## src/logic/ufb_defines.svh

```systemverilog
// register indices, field positions and packet constants for the usb endpoint logic
`ifndef UFB_DEFINES_SVH
`define UFB_DEFINES_SVH

// device word indices; byte address is four times the index
`define UFB_IDX_EP0_FIRST 8'h20
`define UFB_IDX_EP0_LAST 8'h27
`define UFB_IDX_EP1 8'h28
`define UFB_IDX_EP2 8'h30
`define UFB_IDX_CTRL 8'h38
`define UFB_IDX_FLAGS 8'h39
`define UFB_IDX_IEN 8'h3a
`define UFB_IDX_CLR 8'h3b

// device control bits
`define UFB_CTL_EP1_TXEN 0
`define UFB_CTL_EP2_TXEN 1
`define UFB_CTL_EP2_RXEN 2
`define UFB_CTL_SUSPEND 3
`define UFB_CTL_W 4

// flag, enable and clear bit positions
`define UFB_FLG_EP0_TX 0
`define UFB_FLG_EP1_TX 1
`define UFB_FLG_EP2_TX 2
`define UFB_FLG_EP2_RX 3
`define UFB_FLG_RESUME 4
`define UFB_NFLAGS 5

// packet geometry
`define UFB_PKT_BYTES 8
`define UFB_LAST_BYTE 3'h7

// endpoint numbers
`define UFB_EP0 2'h0
`define UFB_EP1 2'h1
`define UFB_EP2 2'h2

// host controller word indices and fields
`define UFB_H_IDX_CMD 8'h00
`define UFB_H_IDX_STAT 8'h01
`define UFB_H_IDX_TX 8'h08
`define UFB_H_IDX_RX 8'h10
`define UFB_CMD_PID 1:0
`define UFB_CMD_EP 3:2
`define UFB_CMD_GO 4
`define UFB_CMD_RESUME 5

`endif

```

## src/logic/ufb_pkg.sv

```systemverilog
// shared types for the usb endpoint logic and its host controller
package ufb_pkg;
	typedef enum logic [1:0] {PID_OUT, PID_IN, PID_SETUP} ufb_pid_t;
	typedef enum logic {HSK_ACK, HSK_NAK} ufb_hs_t;
	typedef enum logic [1:0] {RES_NONE, RES_ACK, RES_NAK, RES_DATA} ufb_res_t;
	typedef enum logic [2:0] {DS_IDLE, DS_RX, DS_HS, DS_TX, DS_WACK} ufb_dev_state_t;
	typedef enum logic [2:0] {HT_IDLE, HT_TOK, HT_SEND, HT_WHS, HT_RECV, HT_ACK, HT_RES} ufb_host_state_t;
endpackage

```

## src/logic/ufb_link_if.sv

```systemverilog
// token level usb link joining the host controller and the function
`timescale 1ns/100ps
interface ufb_link_if;
	// host to function
	logic tok_valid;
	ufb_pkg::ufb_pid_t tok_pid;
	logic [1:0] tok_ep;
	logic hd_valid;
	logic [7:0] hd_data;
	logic hd_last;
	logic hh_ack;
	logic bus_act;
	// function to host
	logic dd_valid;
	logic [7:0] dd_data;
	logic dd_last;
	logic hs_valid;
	ufb_pkg::ufb_hs_t hs_code;

	modport dev (
		input tok_valid, tok_pid, tok_ep, hd_valid, hd_data, hd_last, hh_ack, bus_act,
		output dd_valid, dd_data, dd_last, hs_valid, hs_code
	);
	modport host (
		output tok_valid, tok_pid, tok_ep, hd_valid, hd_data, hd_last, hh_ack, bus_act,
		input dd_valid, dd_data, dd_last, hs_valid, hs_code
	);
endinterface

```

## src/logic/ufb_device.sv

```systemverilog
// usb function end: endpoint buffers, handshake flags and cpu register slave
// Behaviour
// - nak ep2 in while ep2 tx flag set
// - software sets ep2 tx enable before sending
// - ep2 tx flag reset clear, write ignored
// - set ep2 rx flag after acked out
// - ep2 rx flag cleared by clear bit
// - software sets ep2 rx enable for next
// - nak ep2 out while ep2 rx flag set
// - ep2 rx flag reset clear, write ignored
// - set ep1 tx flag after host ack
// - ep1 tx flag cleared by clear bit
// - software sets ep1 tx enable too
// - nak ep1 in while flag set
// - resume flag on activity while suspended
// - resume flag cleared only by clear bit
// - ep0 out/setup data into rx buffer
// - ep0 writes fill tx buffer, reset-free
// - ep1 write-only buffer sent on in
// - ep0 in completion sets ep0 tx flag
//
// The APB slave port was left to the implementer.
`timescale 1ns/100ps
`include "ufb_defines.svh"
module ufb_device (
	// clock and reset
	input wire logic pclk,
	input wire logic presetn,
	// apb slave
	input wire logic psel,
	input wire logic penable,
	input wire logic pwrite,
	input wire logic [11:0] paddr,
	input wire logic [31:0] pwdata,
	output logic [31:0] prdata,
	output logic pready,
	output logic pslverr,
	// interrupt request
	output logic usb_irq,
	// usb link
	ufb_link_if.dev link
);
	logic [7:0] ep0_receive_buffer_q [`UFB_PKT_BYTES];
	logic [7:0] ep0_transmit_buffer_q [`UFB_PKT_BYTES];
	logic [7:0] ep1_transmit_buffer_q [`UFB_PKT_BYTES];
	logic [7:0] ep2_tx_buf_q [`UFB_PKT_BYTES];
	logic [7:0] ep2_rx_buf_q [`UFB_PKT_BYTES];
	logic [`UFB_CTL_W-1:0] ctl_q;
	logic [`UFB_NFLAGS-1:0] ien_q, flags, set_vec, clr_vec;
	logic [31:0] prdata_q, rd_mux;
	logic [7:0] widx, dd_data_q;
	logic [2:0] bsel, cnt_q;
	logic [1:0] ep_q;
	logic top_ok, hit_ep0, hit_ep1, hit_ep2, hit_ctl, hit_flg, hit_ien, hit_clr, mapped, wr_acc, rd_setup;
	logic irq_q, nak_q, in_nak, out_nak, tx_ack, rx2_ack, dd_valid_q, dd_last_q;
	ufb_pkg::ufb_dev_state_t state_q;
	ufb_pkg::ufb_hs_t hs_code_q;
	// address decode; the upper address bits must be zero
	assign widx = paddr[9:2];
	assign bsel = paddr[4:2];
	assign top_ok = (paddr[11:10] == 2'b00);
	assign hit_ep0 = top_ok && (widx >= `UFB_IDX_EP0_FIRST) && (widx <= `UFB_IDX_EP0_LAST);
	assign hit_ep1 = top_ok && ({widx[7:3], 3'b000} == `UFB_IDX_EP1);
	assign hit_ep2 = top_ok && ({widx[7:3], 3'b000} == `UFB_IDX_EP2);
	assign hit_ctl = top_ok && (widx == `UFB_IDX_CTRL);
	assign hit_flg = top_ok && (widx == `UFB_IDX_FLAGS);
	assign hit_ien = top_ok && (widx == `UFB_IDX_IEN);
	assign hit_clr = top_ok && (widx == `UFB_IDX_CLR);
	assign mapped = hit_ep0 | hit_ep1 | hit_ep2 | hit_ctl | hit_flg | hit_ien | hit_clr;
	assign wr_acc = psel & penable & pwrite & mapped;
	assign rd_setup = psel & ~penable & ~pwrite;

	// zero wait state; read data is captured in the setup cycle
	assign pready = psel & penable;
	assign pslverr = psel & penable & ~mapped;
	assign prdata = prdata_q;

	// read mux; the write-only ep1 buffer and the clear register read zero
	always_comb begin
		rd_mux = '0;
		if (hit_ep0) begin
			rd_mux[7:0] = ep0_receive_buffer_q[bsel];
		end else if (hit_ep2) begin
			rd_mux[7:0] = ep2_rx_buf_q[bsel];
		end else if (hit_ctl) begin
			rd_mux[`UFB_CTL_W-1:0] = ctl_q;
		end else if (hit_flg) begin
			rd_mux[`UFB_NFLAGS-1:0] = flags;
		end else if (hit_ien) begin
			rd_mux[`UFB_NFLAGS-1:0] = ien_q;
		end
	end

	always_ff @(posedge pclk or negedge presetn) begin
		if (!presetn) begin
			prdata_q <= '0;
		end else if (rd_setup) begin
			prdata_q <= rd_mux;
		end
	end

	// cpu side buffer loads; buffers keep their contents through reset
	always_ff @(posedge pclk) begin
		if (wr_acc && hit_ep0) ep0_transmit_buffer_q[bsel] <= pwdata[7:0];
		if (wr_acc && hit_ep1) ep1_transmit_buffer_q[bsel] <= pwdata[7:0];
		if (wr_acc && hit_ep2) ep2_tx_buf_q[bsel] <= pwdata[7:0];
	end

	// link side receive buffers; a naked packet leaves them untouched
	always_ff @(posedge pclk) begin
		if (state_q == ufb_pkg::DS_RX && link.hd_valid && !nak_q) begin
			if (ep_q == `UFB_EP0) begin
				ep0_receive_buffer_q[cnt_q] <= link.hd_data;
			end else begin
				ep2_rx_buf_q[cnt_q] <= link.hd_data;
			end
		end
	end

	// enables: software sets them, a completed packet drops them again
	always_ff @(posedge pclk or negedge presetn) begin
		if (!presetn) begin
			ctl_q <= '0;
		end else if (wr_acc && hit_ctl) begin
			ctl_q <= pwdata[`UFB_CTL_W-1:0];
		end else begin
			if (tx_ack && ep_q == `UFB_EP1) ctl_q[`UFB_CTL_EP1_TXEN] <= 1'b0;
			if (tx_ack && ep_q == `UFB_EP2) ctl_q[`UFB_CTL_EP2_TXEN] <= 1'b0;
			if (rx2_ack) ctl_q[`UFB_CTL_EP2_RXEN] <= 1'b0;
		end
	end
	// interrupt enables, software only
	always_ff @(posedge pclk or negedge presetn) begin
		if (!presetn) begin
			ien_q <= '0;
		end else if (wr_acc && hit_ien) begin
			ien_q <= pwdata[`UFB_NFLAGS-1:0];
		end
	end

	// hardware events that set flags
	assign tx_ack = (state_q == ufb_pkg::DS_WACK) && link.hh_ack;
	assign rx2_ack = (state_q == ufb_pkg::DS_HS) && (hs_code_q == ufb_pkg::HSK_ACK) && (ep_q == `UFB_EP2);
	always_comb begin
		set_vec = '0;
		set_vec[`UFB_FLG_EP0_TX] = tx_ack && (ep_q == `UFB_EP0);
		set_vec[`UFB_FLG_EP1_TX] = tx_ack && (ep_q == `UFB_EP1);
		set_vec[`UFB_FLG_EP2_TX] = tx_ack && (ep_q == `UFB_EP2);
		set_vec[`UFB_FLG_EP2_RX] = rx2_ack;
		set_vec[`UFB_FLG_RESUME] = link.bus_act && ctl_q[`UFB_CTL_SUSPEND];
	end

	// only the clear register clears; the flag register ignores writes
	assign clr_vec = (wr_acc && hit_clr) ? pwdata[`UFB_NFLAGS-1:0] : '0;

	// one sticky cell per flag
	for (genvar i = 0; i < `UFB_NFLAGS; i++) begin : g_flag
		ufb_flag u_flag (
			.pclk(pclk),
			.presetn(presetn),
			.set(set_vec[i]),
			.clr(clr_vec[i]),
			.q(flags[i])
		);
	end

	// interrupt request from flip-flop
	always_ff @(posedge pclk or negedge presetn) begin
		if (!presetn) begin
			irq_q <= 1'b0;
		end else begin
			irq_q <= |(flags & ien_q);
		end
	end
	assign usb_irq = irq_q;

	// answer decisions for a fresh token; endpoint 3 does not exist
	always_comb begin
		case (link.tok_ep)
			`UFB_EP0: in_nak = 1'b0;
			`UFB_EP1: in_nak = flags[`UFB_FLG_EP1_TX] | ~ctl_q[`UFB_CTL_EP1_TXEN];
			`UFB_EP2: in_nak = flags[`UFB_FLG_EP2_TX] | ~ctl_q[`UFB_CTL_EP2_TXEN];
			default: in_nak = 1'b1;
		endcase
		if (link.tok_ep == `UFB_EP0) begin
			out_nak = 1'b0;
		end else if (link.tok_ep == `UFB_EP2 && link.tok_pid == ufb_pkg::PID_OUT) begin
			out_nak = flags[`UFB_FLG_EP2_RX] | ~ctl_q[`UFB_CTL_EP2_RXEN];
		end else begin
			out_nak = 1'b1;
		end
	end

	// transaction sequencer
	always_ff @(posedge pclk or negedge presetn) begin
		if (!presetn) begin
			state_q <= ufb_pkg::DS_IDLE;
			ep_q <= '0;
			cnt_q <= '0;
			nak_q <= 1'b0;
			hs_code_q <= ufb_pkg::HSK_ACK;
		end else begin
			case (state_q)
				ufb_pkg::DS_IDLE: begin
					cnt_q <= '0;
					if (link.tok_valid) begin
						ep_q <= link.tok_ep;
						if (link.tok_pid == ufb_pkg::PID_IN) begin
							hs_code_q <= ufb_pkg::HSK_NAK;
							state_q <= in_nak ? ufb_pkg::DS_HS : ufb_pkg::DS_TX;
						end else begin
							nak_q <= out_nak;
							state_q <= ufb_pkg::DS_RX;
						end
					end
				end
				ufb_pkg::DS_RX: begin
					if (link.hd_valid) begin
						cnt_q <= cnt_q + 3'h1; // extra bytes wrap over the first ones
						if (link.hd_last) begin
							hs_code_q <= nak_q ? ufb_pkg::HSK_NAK : ufb_pkg::HSK_ACK;
							state_q <= ufb_pkg::DS_HS;
						end
					end
				end
				ufb_pkg::DS_HS: begin
					state_q <= ufb_pkg::DS_IDLE;
				end
				ufb_pkg::DS_TX: begin
					cnt_q <= cnt_q + 3'h1;
					if (cnt_q == `UFB_LAST_BYTE) begin
						state_q <= ufb_pkg::DS_WACK;
					end
				end
				ufb_pkg::DS_WACK: begin
					// a new token means the host gave up; the flag stays clear
					if (link.hh_ack || link.tok_valid) begin
						state_q <= ufb_pkg::DS_IDLE;
					end
				end
				default: begin
					state_q <= ufb_pkg::DS_IDLE;
				end
			endcase
		end
	end

	// in data path, one byte per cycle from the selected buffer
	always_ff @(posedge pclk or negedge presetn) begin
		if (!presetn) begin
			dd_valid_q <= 1'b0;
			dd_last_q <= 1'b0;
			dd_data_q <= '0;
		end else begin
			dd_valid_q <= (state_q == ufb_pkg::DS_TX);
			dd_last_q <= (state_q == ufb_pkg::DS_TX) && (cnt_q == `UFB_LAST_BYTE);
			if (state_q == ufb_pkg::DS_TX) begin
				case (ep_q)
					`UFB_EP0: dd_data_q <= ep0_transmit_buffer_q[cnt_q];
					`UFB_EP1: dd_data_q <= ep1_transmit_buffer_q[cnt_q];
					default: dd_data_q <= ep2_tx_buf_q[cnt_q];
				endcase
			end
		end
	end

	assign link.dd_valid = dd_valid_q;
	assign link.dd_last = dd_last_q;
	assign link.dd_data = dd_data_q;
	assign link.hs_valid = (state_q == ufb_pkg::DS_HS);
	assign link.hs_code = hs_code_q;
endmodule

```

## src/logic/ufb_flag.sv

```systemverilog
// sticky status flag where a hardware set beats a software clear
`timescale 1ns/100ps
module ufb_flag (
	// clock and reset
	input wire logic pclk,
	input wire logic presetn,
	// set and clear strobes
	input wire logic set,
	input wire logic clr,
	// flag
	output logic q
);
	logic flag_q;

	// set first so an event in the clearing cycle survives
	always_ff @(posedge pclk or negedge presetn) begin
		if (!presetn) begin
			flag_q <= 1'b0;
		end else if (set) begin
			flag_q <= 1'b1;
		end else if (clr) begin
			flag_q <= 1'b0;
		end
	end

	assign q = flag_q;
endmodule

```

## src/flat_wrapper.sv

```systemverilog
// flat-port wrapper written by rule: the top's interface ports become plain ports
module ufb_device_flat 
  (pclk, presetn, psel, penable, pwrite, paddr, pwdata, prdata, pready, pslverr, usb_irq, link_tok_valid, link_tok_pid, link_tok_ep, link_hd_valid, link_hd_data, link_hd_last, link_hh_ack, link_bus_act, link_dd_valid, link_dd_data, link_dd_last, link_hs_valid, link_hs_code);
  ufb_link_if link_i ();
  input wire logic pclk;
  input wire logic presetn;
  input wire logic psel;
  input wire logic penable;
  input wire logic pwrite;
  input wire logic [11:0] paddr;
  input wire logic [31:0] pwdata;
  output logic [31:0] prdata;
  output logic pready;
  output logic pslverr;
  output logic usb_irq;
  input wire logic [$bits(link_i.tok_valid)-1:0] link_tok_valid;
  input wire logic [$bits(link_i.tok_pid)-1:0] link_tok_pid;
  input wire logic [$bits(link_i.tok_ep)-1:0] link_tok_ep;
  input wire logic [$bits(link_i.hd_valid)-1:0] link_hd_valid;
  input wire logic [$bits(link_i.hd_data)-1:0] link_hd_data;
  input wire logic [$bits(link_i.hd_last)-1:0] link_hd_last;
  input wire logic [$bits(link_i.hh_ack)-1:0] link_hh_ack;
  input wire logic [$bits(link_i.bus_act)-1:0] link_bus_act;
  output wire logic [$bits(link_i.dd_valid)-1:0] link_dd_valid;
  output wire logic [$bits(link_i.dd_data)-1:0] link_dd_data;
  output wire logic [$bits(link_i.dd_last)-1:0] link_dd_last;
  output wire logic [$bits(link_i.hs_valid)-1:0] link_hs_valid;
  output wire logic [$bits(link_i.hs_code)-1:0] link_hs_code;
  assign link_i.tok_valid = link_tok_valid;
  assign link_i.tok_pid = link_tok_pid;
  assign link_i.tok_ep = link_tok_ep;
  assign link_i.hd_valid = link_hd_valid;
  assign link_i.hd_data = link_hd_data;
  assign link_i.hd_last = link_hd_last;
  assign link_i.hh_ack = link_hh_ack;
  assign link_i.bus_act = link_bus_act;
  assign link_dd_valid = link_i.dd_valid;
  assign link_dd_data = link_i.dd_data;
  assign link_dd_last = link_i.dd_last;
  assign link_hs_valid = link_i.hs_valid;
  assign link_hs_code = link_i.hs_code;
  ufb_device u_core (.pclk(pclk), .presetn(presetn), .psel(psel), .penable(penable), .pwrite(pwrite), .paddr(paddr), .pwdata(pwdata), .prdata(prdata), .pready(pready), .pslverr(pslverr), .usb_irq(usb_irq), .link(link_i));
endmodule
```

## config.mk

```make
export PLATFORM = sky130hd
export DESIGN_NAME = ufb_device_flat
export DESIGN_NICKNAME = d
export VERILOG_FILES = /design/src/logic/ufb_pkg.sv /design/src/logic/ufb_link_if.sv /design/src/logic/ufb_device.sv /design/src/logic/ufb_flag.sv /design/src/flat_wrapper.sv
export VERILOG_INCLUDE_DIRS = /design/src /design/src/logic
export SDC_FILE = /design/constraint.sdc
export NUM_CORES = 1
export LEC_CHECK = 0
export ABC_CLOCK_PERIOD_IN_PS = 1900
export BUFFER_PORTS_ARGS = -buffer_cell sky130_fd_sc_hd__buf_2
export CELL_PAD_IN_SITES_DETAIL_PLACEMENT = 2
export CELL_PAD_IN_SITES_GLOBAL_PLACEMENT = 2
export CORE_MARGIN = 3
export CORE_UTILIZATION = 39
export DETAILED_ROUTE_END_ITERATION = 7
export HOLD_SLACK_MARGIN = 0.05
export PLACE_DENSITY_LB_ADDON = 0.1
export SYNTH_ARGS = -nofsm -noshare
export SYNTH_HDL_FRONTEND = slang
export SYNTH_HIERARCHICAL = 1
export SYNTH_SLANG_ARGS = --single-unit
```

## constraint.sdc

```tcl
create_clock -name pclk -period 1.9 [get_ports pclk]
set_input_delay 0.285 -clock pclk [delete_from_list [all_inputs] [get_ports pclk]]
set_output_delay 0.285 -clock pclk [all_outputs]
set_load 0.005 [all_outputs]
```

==> run summary <==
result of the run: finished, violations left
violations in the final reports: setup timing
DP Worst Slack: -0.331 ns
average wire per standard cell: 29.1 um
first-pass GRT wire length: 76500 um
critical path's slowest cell: dfrtp_2
Setup crit end kind: flop
Power Total: 23.1 mW
Leakage: 7.08 nW
buffer depth of the longest clock path: 3
share of cells above drive strength 1: 0.364
Buf/Inv on CP: 3
register area share after synthesis: 0.704
top-area cell type share of the netlist area: 0.633
FF+latch area: 0.0107 mm^2
initial core utilization: 0.399
post-route ant nets: 0
Final Non-Filler Cells: 1809
Worst Hold Launch: link_tok_valid
final number of max-transition violations: 0
FMAX: 491 MHz
Power Density: 1180 mW/mm^2
multi-input logic area: 0.00453 mm^2
Num CTS Buffers: 41
area leader, netlist: edfxtp_1
Final Setup Violations: 22
WHS Endpoint: u_core/state_q[0]$_DFFE_PN0P_
mean post-synth cell area: 15.1 um^2
Min-Delay Path Depth: 3
Die Y: 203 um
number of global-route vias before repair: 11188
met3 wire len: 2090 um
yosys warns: 6
synth top area cells: edfxtp_1 63%, dfrtp_1 7.1%, mux2i_1 4.0%
EDFF count, synth: 320
root buf cell: clkbuf_16
CP max stage delay: 0.49 ns
RR Endpoint: u_core/link.dd_data[6]$_DFFE_PN0P_
cell class contributing the biggest share of worst-path delay: compound AO/OA/AOI/OAI gates
Synth Flop Type: edfxtp_1
DR top layer: met4
Hold Fails Final Rpt: 0
crit path max fanout: 6
# IOs: 113
largest net degree at the start of global routing: 26
#FFs+latches synth: 363
slack of the critical path: -0.136 ns
RSZ-0062 raised after global routing: yes
Crit path top cell by count: buf_4
routed via count: 10187
DRC Markers: 0
Post-synth ARST share: 0.118
final setup skew: 0.0227 ns
R2R cell count: 8
gpl congestion: 0.798
placed cells: 1719
CTS tree: yes
drt total wl: 52700 um
CTS Sinks: 363
R2R Path Start: u_core/cnt_q[1]$_DFFE_PN0P_
H-tree lvl count: 2
Worst EP required: 2.32 ns
hold crit path type: input port to flop
Min Hold Slack: 0.0945 ns
number of cell rows: 71
Met1 Wirelength: 21900 um
Crit Path Category: flop to flop
Period Utilization, post-route: 1.07
initial drt markers: 803
mapped cell area: 0.0152 mm^2
Via density: 5.63
width of the die: 203 um
Antenna diodes: 0
IO Port Bufs: 62
Die ar.: 0.0413 mm^2
Slew HR: 0.543
max cap viols: 0
core region area: 0.0380 mm^2
commonest non-fill, non-tap cell in the layout: edfxtp_1
clk_lat worst skew: 0.56 ns
Pre-antenna DRT Iters: 5
synth unique cells: 69
commonest non-fill, non-tap cells in the layout: 320 x edfxtp_1, 154 x buf_4, 61 x buf_2, 60 x nand2_1, 56 x mux2i_1
Final #Nets: 1336
CP Cell Sequence: buf_4 -> nor2b_1 -> buf_4 -> buf_4 -> a221oi_2 -> nor2_1 -> o21ai_2 -> a31oi_1
antenna violations before repair: 0
Post-Synthesis Cells: 1005
Clock Pin Slew Worst Setup and Hold Paths: 0.06 ns
peak supply drop: 0.000695 V
residual overflow from global routing: 0
Startpoint Class: flop
dpl hpwl: 36300 um
met2 wire len: 27100 um
Area growth, synth to finish: 29.3%
Worst Setup SP: u_core/cnt_q[1]$_DFFE_PN0P_
Slew @ Worst Pin: 0.677 ns
Period minus WS final: 2.04 ns
Data arrival, critical path: 2.46 ns
# fillers: 3543
Total Routing Usage GR: 0.254
R2R Setup Slk: -0.14 ns
[Yosys cell counts (15+ instances only)]
cell type	n
mux2i_1	61
inv_1	17
dfrtp_1	43
nand3_1	21
nor2b_1	18
mux2_2	33
buf_4	35
nor2_1	67
o21ai_0	28
a221oi_1	28
edfxtp_1	320
nand2_1	63
buf_2	24
a22oi_1	15
a21oi_1	24
[worst reg2reg max path, stage by stage (launching register included)]
cell and delay, ns:
dfrtp_2 0.49, buf_4 0.18, nor2b_1 0.13, buf_4 0.17, buf_4 0.15, a221oi_2 0.28, nor2_1 0.11, o21ai_2 0.27
a31oi_1 0.12
[worst max-delay path by stage]
stage                                                         endpoint  cells after the start
after floorplan           u_core/ep1_transmit_buffer_q[6][0]$_DFFE_PP_                      6
after global placement              u_core/link.dd_data[6]$_DFFE_PN0P_                      9
after detailed placement            u_core/link.dd_data[6]$_DFFE_PN0P_                      9
after CTS                           u_core/link.dd_data[5]$_DFFE_PN0P_                      7
after global routing                u_core/link.dd_data[7]$_DFFE_PN0P_                      8
final                               u_core/link.dd_data[6]$_DFFE_PN0P_                      8
[repair_timing]
action                                  4_1_cts  5_1_grt
cloned                                        1        1
resized for setup                            55       57
hold endpoints to repair                     22        0
hold buffers                                  4        0
pin swaps                                    10       13
setup buffers                                10        3
endpoints found under the setup margin      137      134
[metal layers]
metal,vias up,GRT usage
met5,-,0
met4,0,0.0905
met3,88,0.0322
met2,264,0.442
met1,5445,0.328
li1,4390,-
[per-stage QoR]
stage	cell area, um^2	utilization	setup TNS, ns
4_1_cts	19300	0.507	-0.570
2_1_floorplan	15400	-	-9.02
3_3_place_gp	17700	0.466	-8.18
3_5_place_dp	17700	0.466	-11.65
6_report	19600	0.517	-0.800
5_1_grt	19600	0.517	-4.00
[sequential cells by signal, indices dropped and copies added (netlist names), 2 cells and up]
signal and count:
u_core/state_q 3, u_core/g_flag.u_flag/q 5, u_core/ep1_transmit_buffer_q 64, u_core/cnt_q 3
u_core/ep2_rx_buf_q 64, u_core/ep0_transmit_buffer_q 64, u_core/ep2_tx_buf_q 64, u_core/ien_q 5
u_core/link.dd_data 8, u_core/ep_q 2, u_core/prdata 8, u_core/ctl_q 4
u_core/ep0_receive_buffer_q 64
[logic make-up (layout without fill, tap and decap cells)]
family,count (synthesis),in the layout,share of synthesized area
compound gates,192,192,0.0924
fa+ha+maj,2,2,0.00165
buf+inv,97,367,0.0387
flops,363,363,0.704
mux,108,108,0.0854
other cells,1,24,0.000247
simple gates,242,242,0.0780
[final cells by class]
class / count / share of cell area
Sequential cell: 363 / 0.544
Timing Repair Buffer: 276 / 0.127
Clock buffer: 57 / 0.0578
Multi-Input combinational cell: 568 / 0.231
Clock inverter: 16 / 0.00408
Tap cell: 511 / 0.0325
Inverter: 18 / 0.00344
[where the power goes]
part	internal (mW)	total, mW	leakage, nW	switching, mW
sequential	8.91	9.16	3.43	0.246
combinational	2.94	6.63	3.05	3.69
clock	4.16	7.33	0.601	3.17
Power figures use the tool's default switching activity.
